--- src/logic/pll_ctrl_pkg.sv ---
/*
  Constants shared by the serial control logic and its auxiliary output port.
  Assumes the compiler sees this package before any module that names it.
*/
package pll_ctrl_pkg;
  // Open-mode frame layout: 24 data bits, 5 address bits, 3 chip address bits.
  localparam int FRAME_BITS = 32;
  localparam int DATA_BITS = 24;
  localparam int ADDR_BITS = 5;
  localparam int CHIP_BITS = 3;
  localparam logic [5:0] FRAME_BITS_CNT = 6'h20;
  localparam logic [2:0] CHIP_ADDR = 3'h0;
  // Register addresses.
  localparam logic [4:0] ADDR_ID = 5'h00;
  localparam logic [4:0] ADDR_POWER = 5'h01;
  localparam logic [4:0] ADDR_INT = 5'h03;
  localparam logic [4:0] ADDR_FRAC = 5'h04;
  localparam logic [4:0] ADDR_AUX = 5'h05;
  localparam logic [4:0] PTR_RST = 5'h00;
  // Address zero write fields.
  localparam int SWRST_BIT = 5;
  localparam int PTR_MSB = 4;
  // Power control register fields.
  localparam int POWER_W = 9;
  localparam logic [8:0] POWER_RST = 9'h002;
  localparam int PWR_PIN_SEL = 0;
  localparam int PWR_SPI_EN = 1;
  localparam int PWR_KEEP_LSB = 2;
  localparam int KEEP_N = 6;
  // Auxiliary port.
  localparam int AUX_W = 16;
  localparam logic [15:0] AUX_RST = 16'h0000;
  localparam logic [4:0] AUX_DATA_CYC = 5'h10;
  localparam logic [4:0] AUX_SEL_CYC = 5'h12;
  localparam logic [4:0] AUX_LAST_CYC = 5'h13;
  // Number of synchronised pins.
  localparam int PIN_N = 6;
endpackage

--- src/logic/pll_aux_serial_port.sv ---
/*
  Auxiliary serial output port: shifts a 16-bit word out in open-mode framing
  at the comparison rate. Assumes the caller supplies a synchronised comparison
  clock level and a one-cycle pulse on each of its falling edges.
*/
`timescale 1ns/1ps
module pll_aux_serial_port (
  input wire logic clk_in,
  input wire logic rst_n_in,
  input wire logic soft_rst_in,
  input wire logic start_in,
  input wire logic [15:0] word_in,
  input wire logic pfd_level_in,
  input wire logic pfd_fall_in,
  output logic aux_clk_out,
  output logic aux_data_out,
  output logic aux_sel_out
);
  logic pending_r;
  logic busy_r;
  logic [4:0] cyc_r;
  logic [15:0] hold_r;
  logic [15:0] shift_r;
  logic launch;

  assign launch = pending_r && !busy_r && pfd_fall_in;

  //////////////////////////////////////////////////////////////////////////////
  // A request that lands while a transfer runs is kept, so the newest word
  // still goes out; the set wins over the clear on launch.
  always_ff @(posedge clk_in or negedge rst_n_in) begin
    if (!rst_n_in) begin
      pending_r <= 1'b0;
      hold_r <= pll_ctrl_pkg::AUX_RST;
    end else if (soft_rst_in) begin
      pending_r <= 1'b0;
      hold_r <= pll_ctrl_pkg::AUX_RST;
    end else begin
      if (start_in) begin
        pending_r <= 1'b1;
        hold_r <= word_in;
      end else if (launch) begin
        pending_r <= 1'b0;
      end
    end
  end

  // Cycle counter and shifter advance only on comparison clock falling edges.
  always_ff @(posedge clk_in or negedge rst_n_in) begin
    if (!rst_n_in) begin
      busy_r <= 1'b0;
      cyc_r <= 5'h00;
      shift_r <= pll_ctrl_pkg::AUX_RST;
    end else if (soft_rst_in) begin
      busy_r <= 1'b0;
      cyc_r <= 5'h00;
      shift_r <= pll_ctrl_pkg::AUX_RST;
    end else if (launch) begin
      busy_r <= 1'b1;
      cyc_r <= 5'h00;
      shift_r <= hold_r;
    end else if (busy_r && pfd_fall_in) begin
      shift_r <= {shift_r[14:0], 1'b0};
      if (cyc_r == pll_ctrl_pkg::AUX_LAST_CYC) begin
        busy_r <= 1'b0;
      end else begin
        cyc_r <= cyc_r + 5'h01;
      end
    end
  end

  // Pins: clock only in the 16 data cycles, select in one overhead cycle.
  always_ff @(posedge clk_in or negedge rst_n_in) begin
    if (!rst_n_in) begin
      aux_clk_out <= 1'b0;
      aux_data_out <= 1'b0;
      aux_sel_out <= 1'b0;
    end else begin
      aux_clk_out <= busy_r && (cyc_r < pll_ctrl_pkg::AUX_DATA_CYC) && pfd_level_in;
      aux_data_out <= busy_r && shift_r[15];
      aux_sel_out <= busy_r && (cyc_r == pll_ctrl_pkg::AUX_SEL_CYC);
    end
  end
endmodule

--- src/logic/pll_serial_control_regs.sv ---
/*
  Serial-port control logic of the synthesizer: open-mode host port, identifier,
  soft reset, read pointer, power control and the auxiliary output port.
  Assumes every pin input is asynchronous to clk_in and is much slower than it.
*/
// Notes on behaviour
// - Read-back works without select; select rising edge restores lock detect.
// - An auxiliary serial port sends one 16-bit word per transfer.
// - The auxiliary port uses the same open-mode framing as the host port.
// - A frequency change starts sending the stored auxiliary word.
// - Auxiliary bits run at the comparison rate, not the host clock.
// - One auxiliary transfer is 16 data cycles plus 4 overhead cycles.
// - Address zero reads a fixed 24-bit identifier that cannot be written.
// - Writing one to address zero bit 5 resets all registers and state.
// - Address zero bits 4 to 0 set the pointer for the next read.
// - Source bit set: the enable pin drives chip enable, low powers down.
// - Source bit clear: power bit 1 is chip enable, pin ignored.
// - Power bit 2 keeps bias generators on.
// - Power bit 3 keeps the phase detector on.
// - Power bit 4 keeps the charge pump on.
// - Power bit 5 keeps the reference buffer on.
// - Power bit 6 keeps the divider buffer on.
// - Power bit 7 keeps the output driver on.
// - Address five holds a 16-bit auxiliary word, reset to zero.
`timescale 1ns/1ps
module pll_serial_control_regs #(
  parameter logic [23:0] SUBSYS_ID = 24'h5a5a01 // Arbitrary value.
) (
  input wire logic clk_in,
  input wire logic rst_n_in,
  input wire logic sclk_in,
  input wire logic sdi_in,
  input wire logic port_select_strobe_in,
  input wire logic chip_enable_pin_in,
  input wire logic lock_detect_in,
  input wire logic pfd_clk_in,
  output logic lock_detect_serial_out,
  output logic lock_detect_serial_oe_out,
  output logic aux_clk_out,
  output logic aux_data_pin_out,
  output logic aux_sel_out,
  output logic chip_enable_out,
  output logic bias_en_out,
  output logic hold_phase_detector_active_out,
  output logic hold_charge_pump_active_out,
  output logic ref_buffer_en_out,
  output logic hold_divider_buffer_active_out,
  output logic hold_output_driver_active_out
);
  localparam int PS = pll_ctrl_pkg::PIN_N;

  logic [PS-1:0] pin_raw;
  logic [PS-1:0] sync1_r;
  logic [PS-1:0] sync2_r;
  logic [PS-1:0] sync3_r;
  logic [PS-1:0] filt_r;
  logic [PS-1:0] rise;
  logic [PS-1:0] fall;
  logic [31:0] frame_r;
  logic [5:0] bit_cnt_r;
  logic chip_ok_r;
  logic soft_rst_r;
  logic freq_chg_r;
  logic [4:0] ptr_r;
  logic [8:0] power_r;
  logic [15:0] aux_r;
  logic read_active_r;
  logic [23:0] rd_shift_r;
  logic [23:0] rd_word;
  logic wr_take;
  logic [23:0] wr_data;
  logic [4:0] wr_addr;
  logic ce;
  logic [pll_ctrl_pkg::KEEP_N-1:0] blk_en_r;

  assign pin_raw = {pfd_clk_in, lock_detect_in, chip_enable_pin_in,
                    port_select_strobe_in, sdi_in, sclk_in};

  //////////////////////////////////////////////////////////////////////////////
  // Three-stage synchronisers; a level is accepted only once stages two and
  // three agree, which rejects a single metastable sample.
  genvar gi;
  generate
    for (gi = 0; gi < PS; gi++) begin : g_sync
      always_ff @(posedge clk_in or negedge rst_n_in) begin
        if (!rst_n_in) begin
          sync1_r[gi] <= 1'b0;
          sync2_r[gi] <= 1'b0;
          sync3_r[gi] <= 1'b0;
          filt_r[gi] <= 1'b0;
        end else begin
          sync1_r[gi] <= pin_raw[gi];
          sync2_r[gi] <= sync1_r[gi];
          sync3_r[gi] <= sync2_r[gi];
          if (sync2_r[gi] == sync3_r[gi]) begin
            filt_r[gi] <= sync3_r[gi];
          end
        end
      end
      assign rise[gi] = (sync2_r[gi] == sync3_r[gi]) && sync3_r[gi] && !filt_r[gi];
      assign fall[gi] = (sync2_r[gi] == sync3_r[gi]) && !sync3_r[gi] && filt_r[gi];
    end
  endgenerate

  //////////////////////////////////////////////////////////////////////////////
  // Frame fields: data, register address, chip address, MSB first.
  assign wr_data = frame_r[31:8];
  assign wr_addr = frame_r[7:3];
  assign wr_take = rise[2] && (frame_r[2:0] == pll_ctrl_pkg::CHIP_ADDR);

  // Host frame shifter; the select rising edge commits the frame.
  always_ff @(posedge clk_in or negedge rst_n_in) begin
    if (!rst_n_in) begin
      frame_r <= 32'h00000000;
      bit_cnt_r <= 6'h00;
      chip_ok_r <= 1'b1;
    end else if (soft_rst_r) begin
      frame_r <= 32'h00000000;
      bit_cnt_r <= 6'h00;
      chip_ok_r <= 1'b1;
    end else if (rise[2]) begin
      bit_cnt_r <= 6'h00;
      chip_ok_r <= (frame_r[2:0] == pll_ctrl_pkg::CHIP_ADDR);
    end else if (rise[0]) begin
      frame_r <= {frame_r[30:0], filt_r[1]};
      if (bit_cnt_r != pll_ctrl_pkg::FRAME_BITS_CNT) begin
        bit_cnt_r <= bit_cnt_r + 6'h01;
      end
    end
  end

  //////////////////////////////////////////////////////////////////////////////
  // Soft reset and frequency change strobes last one cycle only.
  always_ff @(posedge clk_in or negedge rst_n_in) begin
    if (!rst_n_in) begin
      soft_rst_r <= 1'b0;
      freq_chg_r <= 1'b0;
    end else begin
      soft_rst_r <= wr_take && (wr_addr == pll_ctrl_pkg::ADDR_ID)
                    && wr_data[pll_ctrl_pkg::SWRST_BIT];
      freq_chg_r <= wr_take && !soft_rst_r && ((wr_addr == pll_ctrl_pkg::ADDR_INT)
                    || (wr_addr == pll_ctrl_pkg::ADDR_FRAC));
    end
  end

  // Writable registers; the identifier has no storage at all.
  always_ff @(posedge clk_in or negedge rst_n_in) begin
    if (!rst_n_in) begin
      ptr_r <= pll_ctrl_pkg::PTR_RST;
      power_r <= pll_ctrl_pkg::POWER_RST;
      aux_r <= pll_ctrl_pkg::AUX_RST;
    end else if (soft_rst_r) begin
      ptr_r <= pll_ctrl_pkg::PTR_RST;
      power_r <= pll_ctrl_pkg::POWER_RST;
      aux_r <= pll_ctrl_pkg::AUX_RST;
    end else if (wr_take) begin
      case (wr_addr)
        pll_ctrl_pkg::ADDR_ID: begin
          ptr_r <= wr_data[pll_ctrl_pkg::PTR_MSB:0];
        end
        pll_ctrl_pkg::ADDR_POWER: begin
          power_r <= wr_data[pll_ctrl_pkg::POWER_W-1:0];
        end
        pll_ctrl_pkg::ADDR_AUX: begin
          aux_r <= wr_data[pll_ctrl_pkg::AUX_W-1:0];
        end
        default: begin
        end
      endcase
    end
  end

  //////////////////////////////////////////////////////////////////////////////
  // Read data selected by the pointer; unmapped addresses read zero.
  always_comb begin
    case (ptr_r)
      pll_ctrl_pkg::ADDR_ID: rd_word = SUBSYS_ID;
      pll_ctrl_pkg::ADDR_POWER: rd_word = {15'h0000, power_r};
      pll_ctrl_pkg::ADDR_AUX: rd_word = {8'h00, aux_r};
      default: rd_word = 24'h000000;
    endcase
  end

  // Read-back starts on the first clock of a frame and needs no select, so
  // a host that never raises select keeps the read data on the shared pin.
  always_ff @(posedge clk_in or negedge rst_n_in) begin
    if (!rst_n_in) begin
      read_active_r <= 1'b0;
      rd_shift_r <= 24'h000000;
    end else if (soft_rst_r || rise[2]) begin
      read_active_r <= 1'b0;
    end else if (rise[0]) begin
      if (bit_cnt_r == 6'h00) begin
        read_active_r <= 1'b1;
        rd_shift_r <= rd_word;
      end else begin
        rd_shift_r <= {rd_shift_r[22:0], 1'b0};
      end
    end
  end

  // Shared pin: lock detect or read data; released after a foreign chip address.
  always_ff @(posedge clk_in or negedge rst_n_in) begin
    if (!rst_n_in) begin
      lock_detect_serial_out <= 1'b0;
      lock_detect_serial_oe_out <= 1'b0;
    end else begin
      lock_detect_serial_out <= read_active_r ? rd_shift_r[23] : filt_r[4];
      lock_detect_serial_oe_out <= chip_ok_r;
    end
  end

  //////////////////////////////////////////////////////////////////////////////
  // Chip enable source and keep-alive overrides. Power-down only gates the
  // enables; register contents are never touched by it.
  assign ce = power_r[pll_ctrl_pkg::PWR_PIN_SEL] ? filt_r[3]
              : power_r[pll_ctrl_pkg::PWR_SPI_EN];

  always_ff @(posedge clk_in or negedge rst_n_in) begin
    if (!rst_n_in) begin
      chip_enable_out <= 1'b0;
    end else begin
      chip_enable_out <= ce;
    end
  end

  generate
    for (gi = 0; gi < pll_ctrl_pkg::KEEP_N; gi++) begin : g_keep
      always_ff @(posedge clk_in or negedge rst_n_in) begin
        if (!rst_n_in) begin
          blk_en_r[gi] <= 1'b0;
        end else begin
          blk_en_r[gi] <= ce || power_r[pll_ctrl_pkg::PWR_KEEP_LSB + gi];
        end
      end
    end
  endgenerate

  // Bit order follows the keep-alive fields, bias first.
  assign bias_en_out = blk_en_r[0];
  assign hold_phase_detector_active_out = blk_en_r[1];
  assign hold_charge_pump_active_out = blk_en_r[2];
  assign ref_buffer_en_out = blk_en_r[3];
  assign hold_divider_buffer_active_out = blk_en_r[4];
  assign hold_output_driver_active_out = blk_en_r[5];

  //////////////////////////////////////////////////////////////////////////////
  // Auxiliary port runs off comparison clock edges from the synchroniser.
  pll_aux_serial_port u_aux (
    .clk_in(clk_in),
    .rst_n_in(rst_n_in),
    .soft_rst_in(soft_rst_r),
    .start_in(freq_chg_r),
    .word_in(aux_r),
    .pfd_level_in(filt_r[5]),
    .pfd_fall_in(fall[5]),
    .aux_clk_out(aux_clk_out),
    .aux_data_out(aux_data_pin_out),
    .aux_sel_out(aux_sel_out)
  );
endmodule

--- config.mk ---
export PLATFORM = sky130hd
export DESIGN_NAME = pll_serial_control_regs
export DESIGN_NICKNAME = d
export VERILOG_FILES = /design/src/logic/pll_ctrl_pkg.sv /design/src/logic/pll_aux_serial_port.sv /design/src/logic/pll_serial_control_regs.sv
export SDC_FILE = /design/constraint.sdc
export NUM_CORES = 1
export LEC_CHECK = 0
export BUFFER_PORTS_ARGS = -buffer_cell sky130_fd_sc_hd__buf_2
export CAP_MARGIN = 15
export CORE_MARGIN = 1.5
export CORE_UTILIZATION = 53
export DETAILED_ROUTE_END_ITERATION = 12
export GPL_ROUTABILITY_DRIVEN = 0
export PLACE_DENSITY = 0.7
export SYNTH_ARGS = -nofsm -noshare
export SYNTH_HDL_FRONTEND = slang
export SYNTH_SLANG_ARGS = --single-unit
--- constraint.sdc ---
create_clock -name clk_in -period 3.55 [get_ports clk_in]
set_clock_uncertainty 0.15 [all_clocks]
set_input_delay 0.1775 -clock clk_in [delete_from_list [all_inputs] [get_ports clk_in]]
set_output_delay 0.1775 -clock clk_in [all_outputs]
set_load 0.05 [all_outputs]
==> metrics, run 1 <==
Post-synth ARST share 100%; total congestion overflow 0; starting DRC count in detailed routing 288; largest net degree at the start of global routing 93; synth unique cells 52; Core Footprint 12500 um2; Crit-path slowest cell or3_1; Fmax 0.436 GHz; share of cells above drive strength 1 12.3%; Hold Buf Count CTS 7; Cell Area, Synth 6740 um2; Skew-Pair Late Insertion Delay 0.43 ns; hold slack 0.198 ns; DP Wirelength 7.95 mm; Pins Over Slew Limit 0; final worst slack 1.26 ns; Post-synth EDFFs 0; Startpoint Class flop; first-pass GRT wire length 21.9 mm; WL final 12.8 mm; Pre-Repair DR Iteration Count 5; root buf cell clkbuf_16; Crit. End Element flop; Syn Area/Cell 11.2 um2; DR vias/cell 5.49; setup TNS 0 ns; family with the most delay on the worst path simple AND/OR/NAND/NOR gates; fin nets 638; slew margin rel. 29.2%; CP Cell Sequence ha_1, nor2b_2, or3_1, a21oi_1, a31oi_1; max_cap viols 0; TritonCTS clock tree yes; Post-Syn Instances 603; vias 4437; gr usage total 21.6%; CTS sink count 163; htree depth 4; post-CTS sizing 0; final core occ 61.8%; Ports 20; final setup violation count 0; status complete, no violations; Die Y 116 um; I/O Buffers 19; P&R area growth vs syn 14.9%; final antenna-violating net count 0; Cell Pwr Density 706 nW/um2; Max VDD drop 0.000449 V; cell leakage power 0.00363 uW; sequential area share after synthesis 60.6%; Hold/Removal Path Class reg -> reg; Worst EP required 3.70 ns; Hold Vio Cnt, Final 0; Worst path max stage delay 0.69 ns; WP buf/inv 0; Least-Margin Pin Slew 1.06 ns; die width 116 um; Crit path arrival time 2.44 ns; Die ar. 13400 um2; RSZ-0062 raised after global routing no; Residual DRC 0; vias in the first global route 4342; min Tclk post-route 2.29 ns; crit path kind reg -> reg; Rows 41; clock buffer depth 2; setup bufs post-CTS 0; syn_nets 618; total CTS buffers 17; initial core utilization 53.8%; WL per Instance 15.8 um; initial antenna violation count 0; fin crit share 64.6%; post-route cell area 7740 um2; FF+latch count, synth 163; Area after DPL 6970 um2; clk slew on worst S/H paths 0.06 ns; synth warn 0; Top FF cell, synth dfrtp_1; worst slack, placed 1.27 ns; fillers 1023; ant diodes 0; maximum fanout along the worst path 25
[per-stage QoR]
step	power, uW	cells
global placement	3320	769
global route	5720	808
detailed placement	3360	769
finish	5470	808
CTS	5520	808
floorplan	3110	603
[kinds of logic (layout without fill, tap and decap cells)]
| logic type | count (synthesis) | in the layout | synth area share (%) |
|---|---|---|---|
| fa+ha+maj | 10 | 10 | 1.75 |
| buf+inv | 44 | 77 | 2.80 |
| simple gates | 209 | 209 | 15.1 |
| mux | 49 | 49 | 7.34 |
| compound gates | 120 | 120 | 11.4 |
| flops | 163 | 163 | 60.6 |
| xor+xnor | 8 | 8 | 1.04 |
[layer usage]
metal,track usage (%),vias up,part of all wire (%)
li1,-,2136,-
met1,28.3,2205,45
met2,34.2,76,49
met3,5.60,20,3.6
met4,9.76,0,2.4
met5,0,-,0
[final timing paths]
kind	from	endpoint	slack [ns]	depth (start not counted)
max	sync2_r[2]	rd_shift_r[9]	1.26	5
min	sync1_r[3]	sync2_r[3]	0.20	0
max reg2reg	sync2_r[2]	rd_shift_r[9]	1.26	5
min reg2reg	sync1_r[3]	sync2_r[3]	0.20	0
max in group asynchronous	rst_n_in	aux_r[8]	2.16	3
min in group asynchronous	rst_n_in	sync3_r[5]	0.22	2
[state kept, by name, summed over array words and instances (netlist names), 9 cells and up]
signal	count
power_r	9
aux_r	16
u_aux.hold_r	16
u_aux.shift_r	16
rd_shift_r	24
frame_r	24
[synthesized netlist by cell type, drive strengths merged, types with 8 or more instances]
| library cell | n | area share (%) |
|---|---|---|
| a22o | 13 | 1.7 |
| a211oi | 15 | 1.7 |
| buf | 15 | 1.2 |
| nand2 | 80 | 4.5 |
| nor3 | 8 | 0.67 |
| nor2 | 70 | 4.3 |
| mux2i | 46 | 6.8 |
| a21oi | 54 | 4.0 |
| o21ai | 13 | 0.97 |
| nand2b | 9 | 0.84 |
| nand3 | 13 | 1.2 |
| a22oi | 16 | 1.8 |
| clkbuf | 18 | 1.0 |
| dfrtp | 161 | 60 |
| inv | 11 | 0.61 |
[power by group]
group	internal [uW]	total [uW]	switching, uW	leakage [uW]
sequential	2190	2400	217	0.00216
combinational	364	936	572	0.00113
clock	1430	2130	697	0.000343
total	3980	5470	1490	0.00363
[final cells by class]
cell class / instances / area (um2) / share of cell area [%]
Timing Repair Buffer: 34 / 231 / 2.99
Multi-Input combinational cell: 396 / 2470 / 31.9
Tap cell: 172 / 215 / 2.78
Inverter: 11 / 41.3 / 0.533
Clock buffer: 24 / 512 / 6.61
Sequential cell: 163 / 4080 / 52.7
Clock inverter: 8 / 193 / 2.49
[placed cells by master, fill, tap and decap left out, types with 3 or more instances in the layout]
master	count
a22oi_1	16
clkbuf_8	6
maj3_1	3
inv_1	11
a211oi_1	15
bufinv_16	6
a22o_1	13
dlygate4sd3_1	7
or3_1	4
ha_1	7
dfrtp_1	160
nor3_1	7
mux2_2	3
xor2_1	4
buf_2	18
nand2_1	80
nand2b_1	9
o21ai_1	5
a31oi_1	5
buf_4	8
mux2i_1	46
xnor2_1	4
a21oi_1	54
nand4_1	5
clkbuf_16	17
nand3_1	12
o21ai_0	8
nor2_1	68
Power figures use the tool's default switching activity.
==> run 2: changes to the inputs <==
--- a/config.mk
+++ b/config.mk
@@ -11,7 +11,7 @@
 export CORE_UTILIZATION = 53
 export DETAILED_ROUTE_END_ITERATION = 12
 export GPL_ROUTABILITY_DRIVEN = 0
-export PLACE_DENSITY = 0.7
+export PLACE_DENSITY = 0.72
 export SYNTH_ARGS = -nofsm -noshare
 export SYNTH_HDL_FRONTEND = slang
 export SYNTH_SLANG_ARGS = --single-unit
==> constraint.sdc (replaced) <==
create_clock -name clk_in -period 1.9 [get_ports clk_in]
set_clock_uncertainty 0.15 [all_clocks]
set_input_delay 0.095 -clock clk_in [delete_from_list [all_inputs] [get_ports clk_in]]
set_output_delay 0.095 -clock clk_in [all_outputs]
set_load 0.05 [all_outputs]
==> metrics, run 2 (synthesized netlist as in run 1, its figures left out) <==
status complete, but fails checks; failing checks setup timing; WL final 13.6 mm (+6.6%); clk slew on worst S/H paths 0.06 ns (about the same); most common cell after layout, fill and taps aside dfrtp_1; root buf cell clkbuf_16; total CTS buffers 17 (unchanged); min Tclk post-route 1.93 ns (-0.357 ns); Core Footprint 12500 um2 (unchanged); I/O Buffers 19 (unchanged); gr usage total 22.4% (+0.77 points); Sw Share 28.3% (+1.1 points); cell leakage power 0.00379 uW (+4.5%); overall power 10200 uW (+87%); DP Wirelength 8.51 mm (+7.0%); Skew-Pair Late Insertion Delay 0.42 ns (about the same); vias 4651 (+4.8%); P_sw 2890 uW (+95%); R2R Setup Slk -0.03 ns (-1.29 ns); final antenna-violating net count 0 (unchanged); Max VDD drop 0.000987 V (+120%); Hold Vio Cnt, Final 0 (unchanged); clock power share 36.1% (-2.8 points); RSZ-0062 raised after global routing yes; Rows 41 (unchanged); first-pass GRT wire length 22.9 mm (+4.6%); Die Y 116 um (unchanged); crit path kind reg -> reg; Die ar. 13400 um2 (unchanged); hold_sp sdi_in; largest net degree at the start of global routing 58 (-38%); number of cells on the worst hold path 2 (+2); ant diodes 0 (unchanged); reg-to-reg endpoint rd_shift_r[0]; htree depth 4 (unchanged); Logic pwr share 19.8% (+2.7 points); CTS sink count 163 (unchanged); Fmax 0.517 GHz (+18%); initial core utilization 53.8% (unchanged); Pins Over Slew Limit 0 (unchanged); Hold Path End sync1_r[1]; final worst slack -0.0348 ns (-1.29 ns); Worst R2R Start bit_cnt_r[0]; Ports 20 (unchanged); WL per Instance 16.3 um (+2.8%); Crit. End Element flop; clock buffer depth 2 (unchanged); initial antenna violation count 0 (unchanged); Worst EP required 2.08 ns (-1.62 ns); r2r worst-path depth 6 (+1); Startpoint Class flop; die width 116 um (unchanged); final setup violation count 6 (+6); Crit path arrival time 2.12 ns (-0.32 ns); Hold/Removal Path Class in -> reg; sequential share of power 44.2% (+0.2 points); biggest regs frame_r: 24 flops, rd_shift_r: 24 flops; P&R area growth vs syn 20.0%; starting DRC count in detailed routing 315 (+9.4%); total congestion overflow 0 (unchanged); share of cells above drive strength 1 17.7% (+5.5 points); vias in the first global route 4678 (+7.7%); TritonCTS clock tree yes; CP startpoint bit_cnt_r[0]; DR vias/cell 5.55 (+1.1%); Least-Margin Pin Slew 0.582 ns (-0.480 ns); maximum fanout along the worst path 9 (-64%); fin crit share 102% (+37 points); max_cap viols 0 (unchanged); Pre-Repair DR Iteration Count 5 (unchanged); worst slack, placed -0.0581 ns (-1.33 ns); slew margin rel. 61.2% (+32 points); fin nets 668 (+4.7%); Residual DRC 0 (unchanged); most frequent cells in the layout 160 x dfrtp_1, 80 x nand2_1, 67 x nor2_1, 51 x a21oi_1, 46 x mux2i_1; Cell Pwr Density 1270 nW/um2 (+79%); Pint 7340 uW (+84%)
## run 2: cell count changes in the layout (fill, tap and decap cells not counted), moves of 3 or more
cell / before / now
a21oi_1: 54 / 51
a21oi_2: 0 / 3
buf_12: 0 / 7
buf_4: 8 / 28
nand3_1: 12 / 9
nand3_2: 0 / 3
o21ai_0: 8 / 3
o21ai_1: 5 / 10
## run 2: layout make-up
cell class	instances	area (um2)
Clock buffer	25	505
Clock inverter	7	143
Fill cell	986	4430
Inverter	11	41.3
Multi-Input combinational cell	396	2540
Sequential cell	163	4080
Tap cell	172	215
Timing Repair Buffer	64	554
## run 2: worst max-delay path by stage
stage | endpoint | cells after the start | slack, ns
after global placement | rd_shift_r[5] | 6 | 0.05
final | rd_shift_r[0] | 6 | -0.03
after CTS | rd_shift_r[12] | 7 | -0.04
after floorplan | rd_shift_r[5] | 7 | 0.03
after detailed placement | rd_shift_r[17] | 6 | -0.06
after global routing | rd_shift_r[0] | 6 | -0.10
## run 2: repair_timing
item                       CTS  global route
setup endpoints to repair   17            48
hold endpoints to repair   167             0
hold buffers                 9             0
resized for setup            2            21
buffers inserted             1             3
pin swaps                    3             0
## run 2: power groups by stage
stage	Combinational [uW]	Clock, uW	Sequential (uW)
floorplan	1090	0	4740
CTS	1970	3750	4490
finish	2020	3690	4520
detailed placement	1910	0	4540
global route	2240	3890	4590
global placement	1830	0	4510
## run 2: stage by stage
step / setup TNS, ns / hold slack (ns) / cell area [um2] / instances / util (%)
global placement: 0 / -0.135 / 7230 / 793 / 57.7
floorplan: 0 / -0.351 / 6740 / 603 / -
detailed placement: -0.230 / -0.133 / 7230 / 793 / 57.7
global route: -1.18 / 0.151 / 8090 / 838 / 64.6
finish: -0.130 / 0.164 / 8090 / 838 / 64.6
CTS: -0.103 / 0.148 / 7990 / 835 / 63.8
## run 2: metal layers
layer / track usage [%] / wire (um) / vias up
li1: - / - / 2192
met1: 29.2 / 6100 / 2316
met2: 35.5 / 6660 / 124
met3: 6.07 / 663 / 19
met4: 9.76 / 221 / 0
met5: 0 / 0 / -
## run 2: critical path, cell delays in order (launching register included)
cell,delay [ns]
dfrtp_1,0.38
inv_1,0.07
ha_2,0.17
or4b_4,0.53
nor2_8,0.17
nand3_4,0.14
o31ai_2,0.23
==> run 3: changes to the inputs <==
--- a/config.mk
+++ b/config.mk
@@ -8,10 +8,10 @@
 export BUFFER_PORTS_ARGS = -buffer_cell sky130_fd_sc_hd__buf_2
 export CAP_MARGIN = 15
 export CORE_MARGIN = 1.5
-export CORE_UTILIZATION = 53
+export CORE_UTILIZATION = 50
 export DETAILED_ROUTE_END_ITERATION = 12
 export GPL_ROUTABILITY_DRIVEN = 0
-export PLACE_DENSITY = 0.72
+export PLACE_DENSITY = 0.69
 export SYNTH_ARGS = -nofsm -noshare
 export SYNTH_HDL_FRONTEND = slang
 export SYNTH_SLANG_ARGS = --single-unit
==> metrics, run 3 (synthesized netlist as in run 1, its figures left out) <==
most frequent cells in the layout 160 x dfrtp_1, 79 x nand2_1, 68 x nor2_1, 51 x a21oi_1, 46 x mux2i_1; Startpoint Class flop; failing checks setup timing; fin nets 671 (+0.45%); Die Y 119 um (+2.9%); P_sw 2940 uW (+1.6%); Fmax 0.505 GHz (-2.4%); starting DRC count in detailed routing 263 (-17%); CP Cell Sequence inv_1, ha_2, or4b_4, nor2_8, nand3_4, o31ai_2; sequential share of power 45.5% (+1.3 points); TritonCTS clock tree yes; P&R area growth vs syn 19.8%; initial antenna violation count 0 (unchanged); WL final 13.8 mm (+1.4%); RSZ-0062 raised after global routing yes; status complete, but fails checks; vias 4667 (+0.34%); Core Footprint 13200 um2 (+5.4%); Crit path arrival time 2.17 ns (+0.05 ns); I/O Buffers 19 (unchanged); Residual DRC 0 (unchanged); Least-Margin Pin Slew 0.584 ns (+0.00220 ns); Logic pwr share 21.2% (+1.4 points); DR vias/cell 5.52 (-0.49%); vias in the first global route 4784 (+2.3%); die width 119 um (+2.9%); Pint 6990 uW (-4.8%); cell leakage power 0.00377 uW (-0.55%); Max VDD drop 0.000740 V (-25%); Worst path max stage delay 0.53 ns (about the same); overall power 9930 uW (-3.0%); Skew-Pair Late Insertion Delay 0.43 ns (about the same); final setup violation count 13 (+7); WL per Instance 16.4 um (+0.59%); gr usage total 21.1% (-1.3 points); clock power share 33.4% (-2.7 points); fillers 1052 (+6.7%); biggest regs frame_r: 24 flops, rd_shift_r: 24 flops; fin crit share 104% (+2.5 points); final antenna-violating net count 0 (unchanged); ant diodes 0 (unchanged); Sw Share 29.6% (+1.3 points); largest net degree at the start of global routing 58 (unchanged); Cell Pwr Density 1230 nW/um2 (-2.8%); root buf cell clkbuf_16; crit path kind reg -> reg; final worst slack -0.0814 ns (-0.0466 ns); Ports 20 (unchanged); Hold Vio Cnt, Final 0 (unchanged); min Tclk post-route 1.98 ns (+0.0466 ns); clock buffer depth 2 (unchanged); slew margin rel. 59.9% (-1.3 points); Crit. End Element flop; CTS sink count 163 (unchanged); Die ar. 14200 um2 (+5.8%); Worst EP required 2.09 ns (about the same); max_cap viols 0 (unchanged); most common cell after layout, fill and taps aside dfrtp_1; htree depth 4 (unchanged); share of cells above drive strength 1 18.4% (+0.67 points); maximum fanout along the worst path 9 (unchanged); DP Wirelength 8.82 mm (+3.7%); Rows 42 (+2.4%); setup TNS -0.521 ns (-0.391 ns); Crit-path slowest cell or4b_4; first-pass GRT wire length 23.3 mm (+1.9%); initial core utilization 51.1% (-2.7 points); Pre-Repair DR Iteration Count 4 (-1); clk slew on worst S/H paths 0.06 ns (about the same); Hold/Removal Path Class in -> async; total CTS buffers 17 (unchanged); Pins Over Slew Limit 0 (unchanged); total congestion overflow 0 (unchanged)
run 3: changes by cell type in the layout (fill, tap and decap cells not counted), sizes merged:
cell	before	now
bufinv	4	2
inv	13	11
clkinvlp	0	2
clkinv	1	6
clkbuf	25	22
dlygate4sd3	8	7
buf	56	60
run 3: through the flow:
| step | std cells | cell area (um2) | setup slack [ns] | utilization, % | hold slack, ns |
|---|---|---|---|---|---|
| after CTS | 841 | 7970 | -0.0353 | 60.4 | 0.0839 |
| after detailed placement | 801 | 7290 | -0.0540 | 55.2 | -0.0421 |
| after global placement | 801 | 7290 | 0.0581 | 55.2 | -0.0424 |
| after global routing | 845 | 8070 | -0.139 | 61.2 | 0.115 |
| after floorplan | 603 | 6740 | 0.0323 | - | -0.351 |
| final | 845 | 8070 | -0.0814 | 61.2 | 0.0553 |
run 3: layout make-up:
| cell class | count | area, um2 | share of cell area [%] |
|---|---|---|---|
| flip-flops and latches | 163 | 4080 | 50.6 |
| well taps | 176 | 220 | 2.73 |
| clock buffers | 22 | 464 | 5.75 |
| clock inverters | 10 | 109 | 1.35 |
| repair buffers | 67 | 587 | 7.27 |
| inverters | 11 | 41.3 | 0.512 |
| multi-input cells | 396 | 2560 | 31.8 |
run 3: final timing paths:
kind / start / to / slack, ns / cells past startpoint
setup / recovery: bit_cnt_r[1] / rd_shift_r[0] / -0.08 / 6
hold / removal: rst_n_in / u_aux.aux_sel_out / 0.06 / 2
setup reg to reg: bit_cnt_r[1] / rd_shift_r[0] / -0.08 / 6
hold reg to reg: sync1_r[1] / sync2_r[1] / 0.20 / 0
max in group asynchronous: rst_n_in / power_r[1] / 0.87 / 3
min in group clk_in: pfd_clk_in / sync1_r[5] / 0.16 / 2
run 3: power by group through the flow:
stage	Clock, uW	Combinational (uW)	Sequential, uW
floorplan	0	1090	4740
global placement	0	1840	4520
CTS	3370	1990	4490
detailed placement	0	1930	4550
finish	3310	2100	4520
global route	3520	2310	4590
run 3: repair_timing:
action	4_1_cts	5_1_grt
setup buffers	1	4
pin swaps	2	5
hold buffers	7	0
setup endpoints to repair	17	53
hold endpoints to repair	167	0
gates resized for setup	7	15
run 3: per-layer routing:
layer  vias up  track usage, %  wire length [um]
li1       2202               -                 -
met4         0            8.96               341
met1      2347            27.8              6130
met2        92            33.8              6830
met3        26            4.69               536
met5         -               0                 0
run 3: critical path: cells and delay by family (launching register included):
kind,cells,cell delay [ns]
AOI/OAI and AO/OA,1,0.25
DFF,1,0.38
adders and majority gates,1,0.18
and+or+nand+nor,3,0.87
buffers and inverters,1,0.06
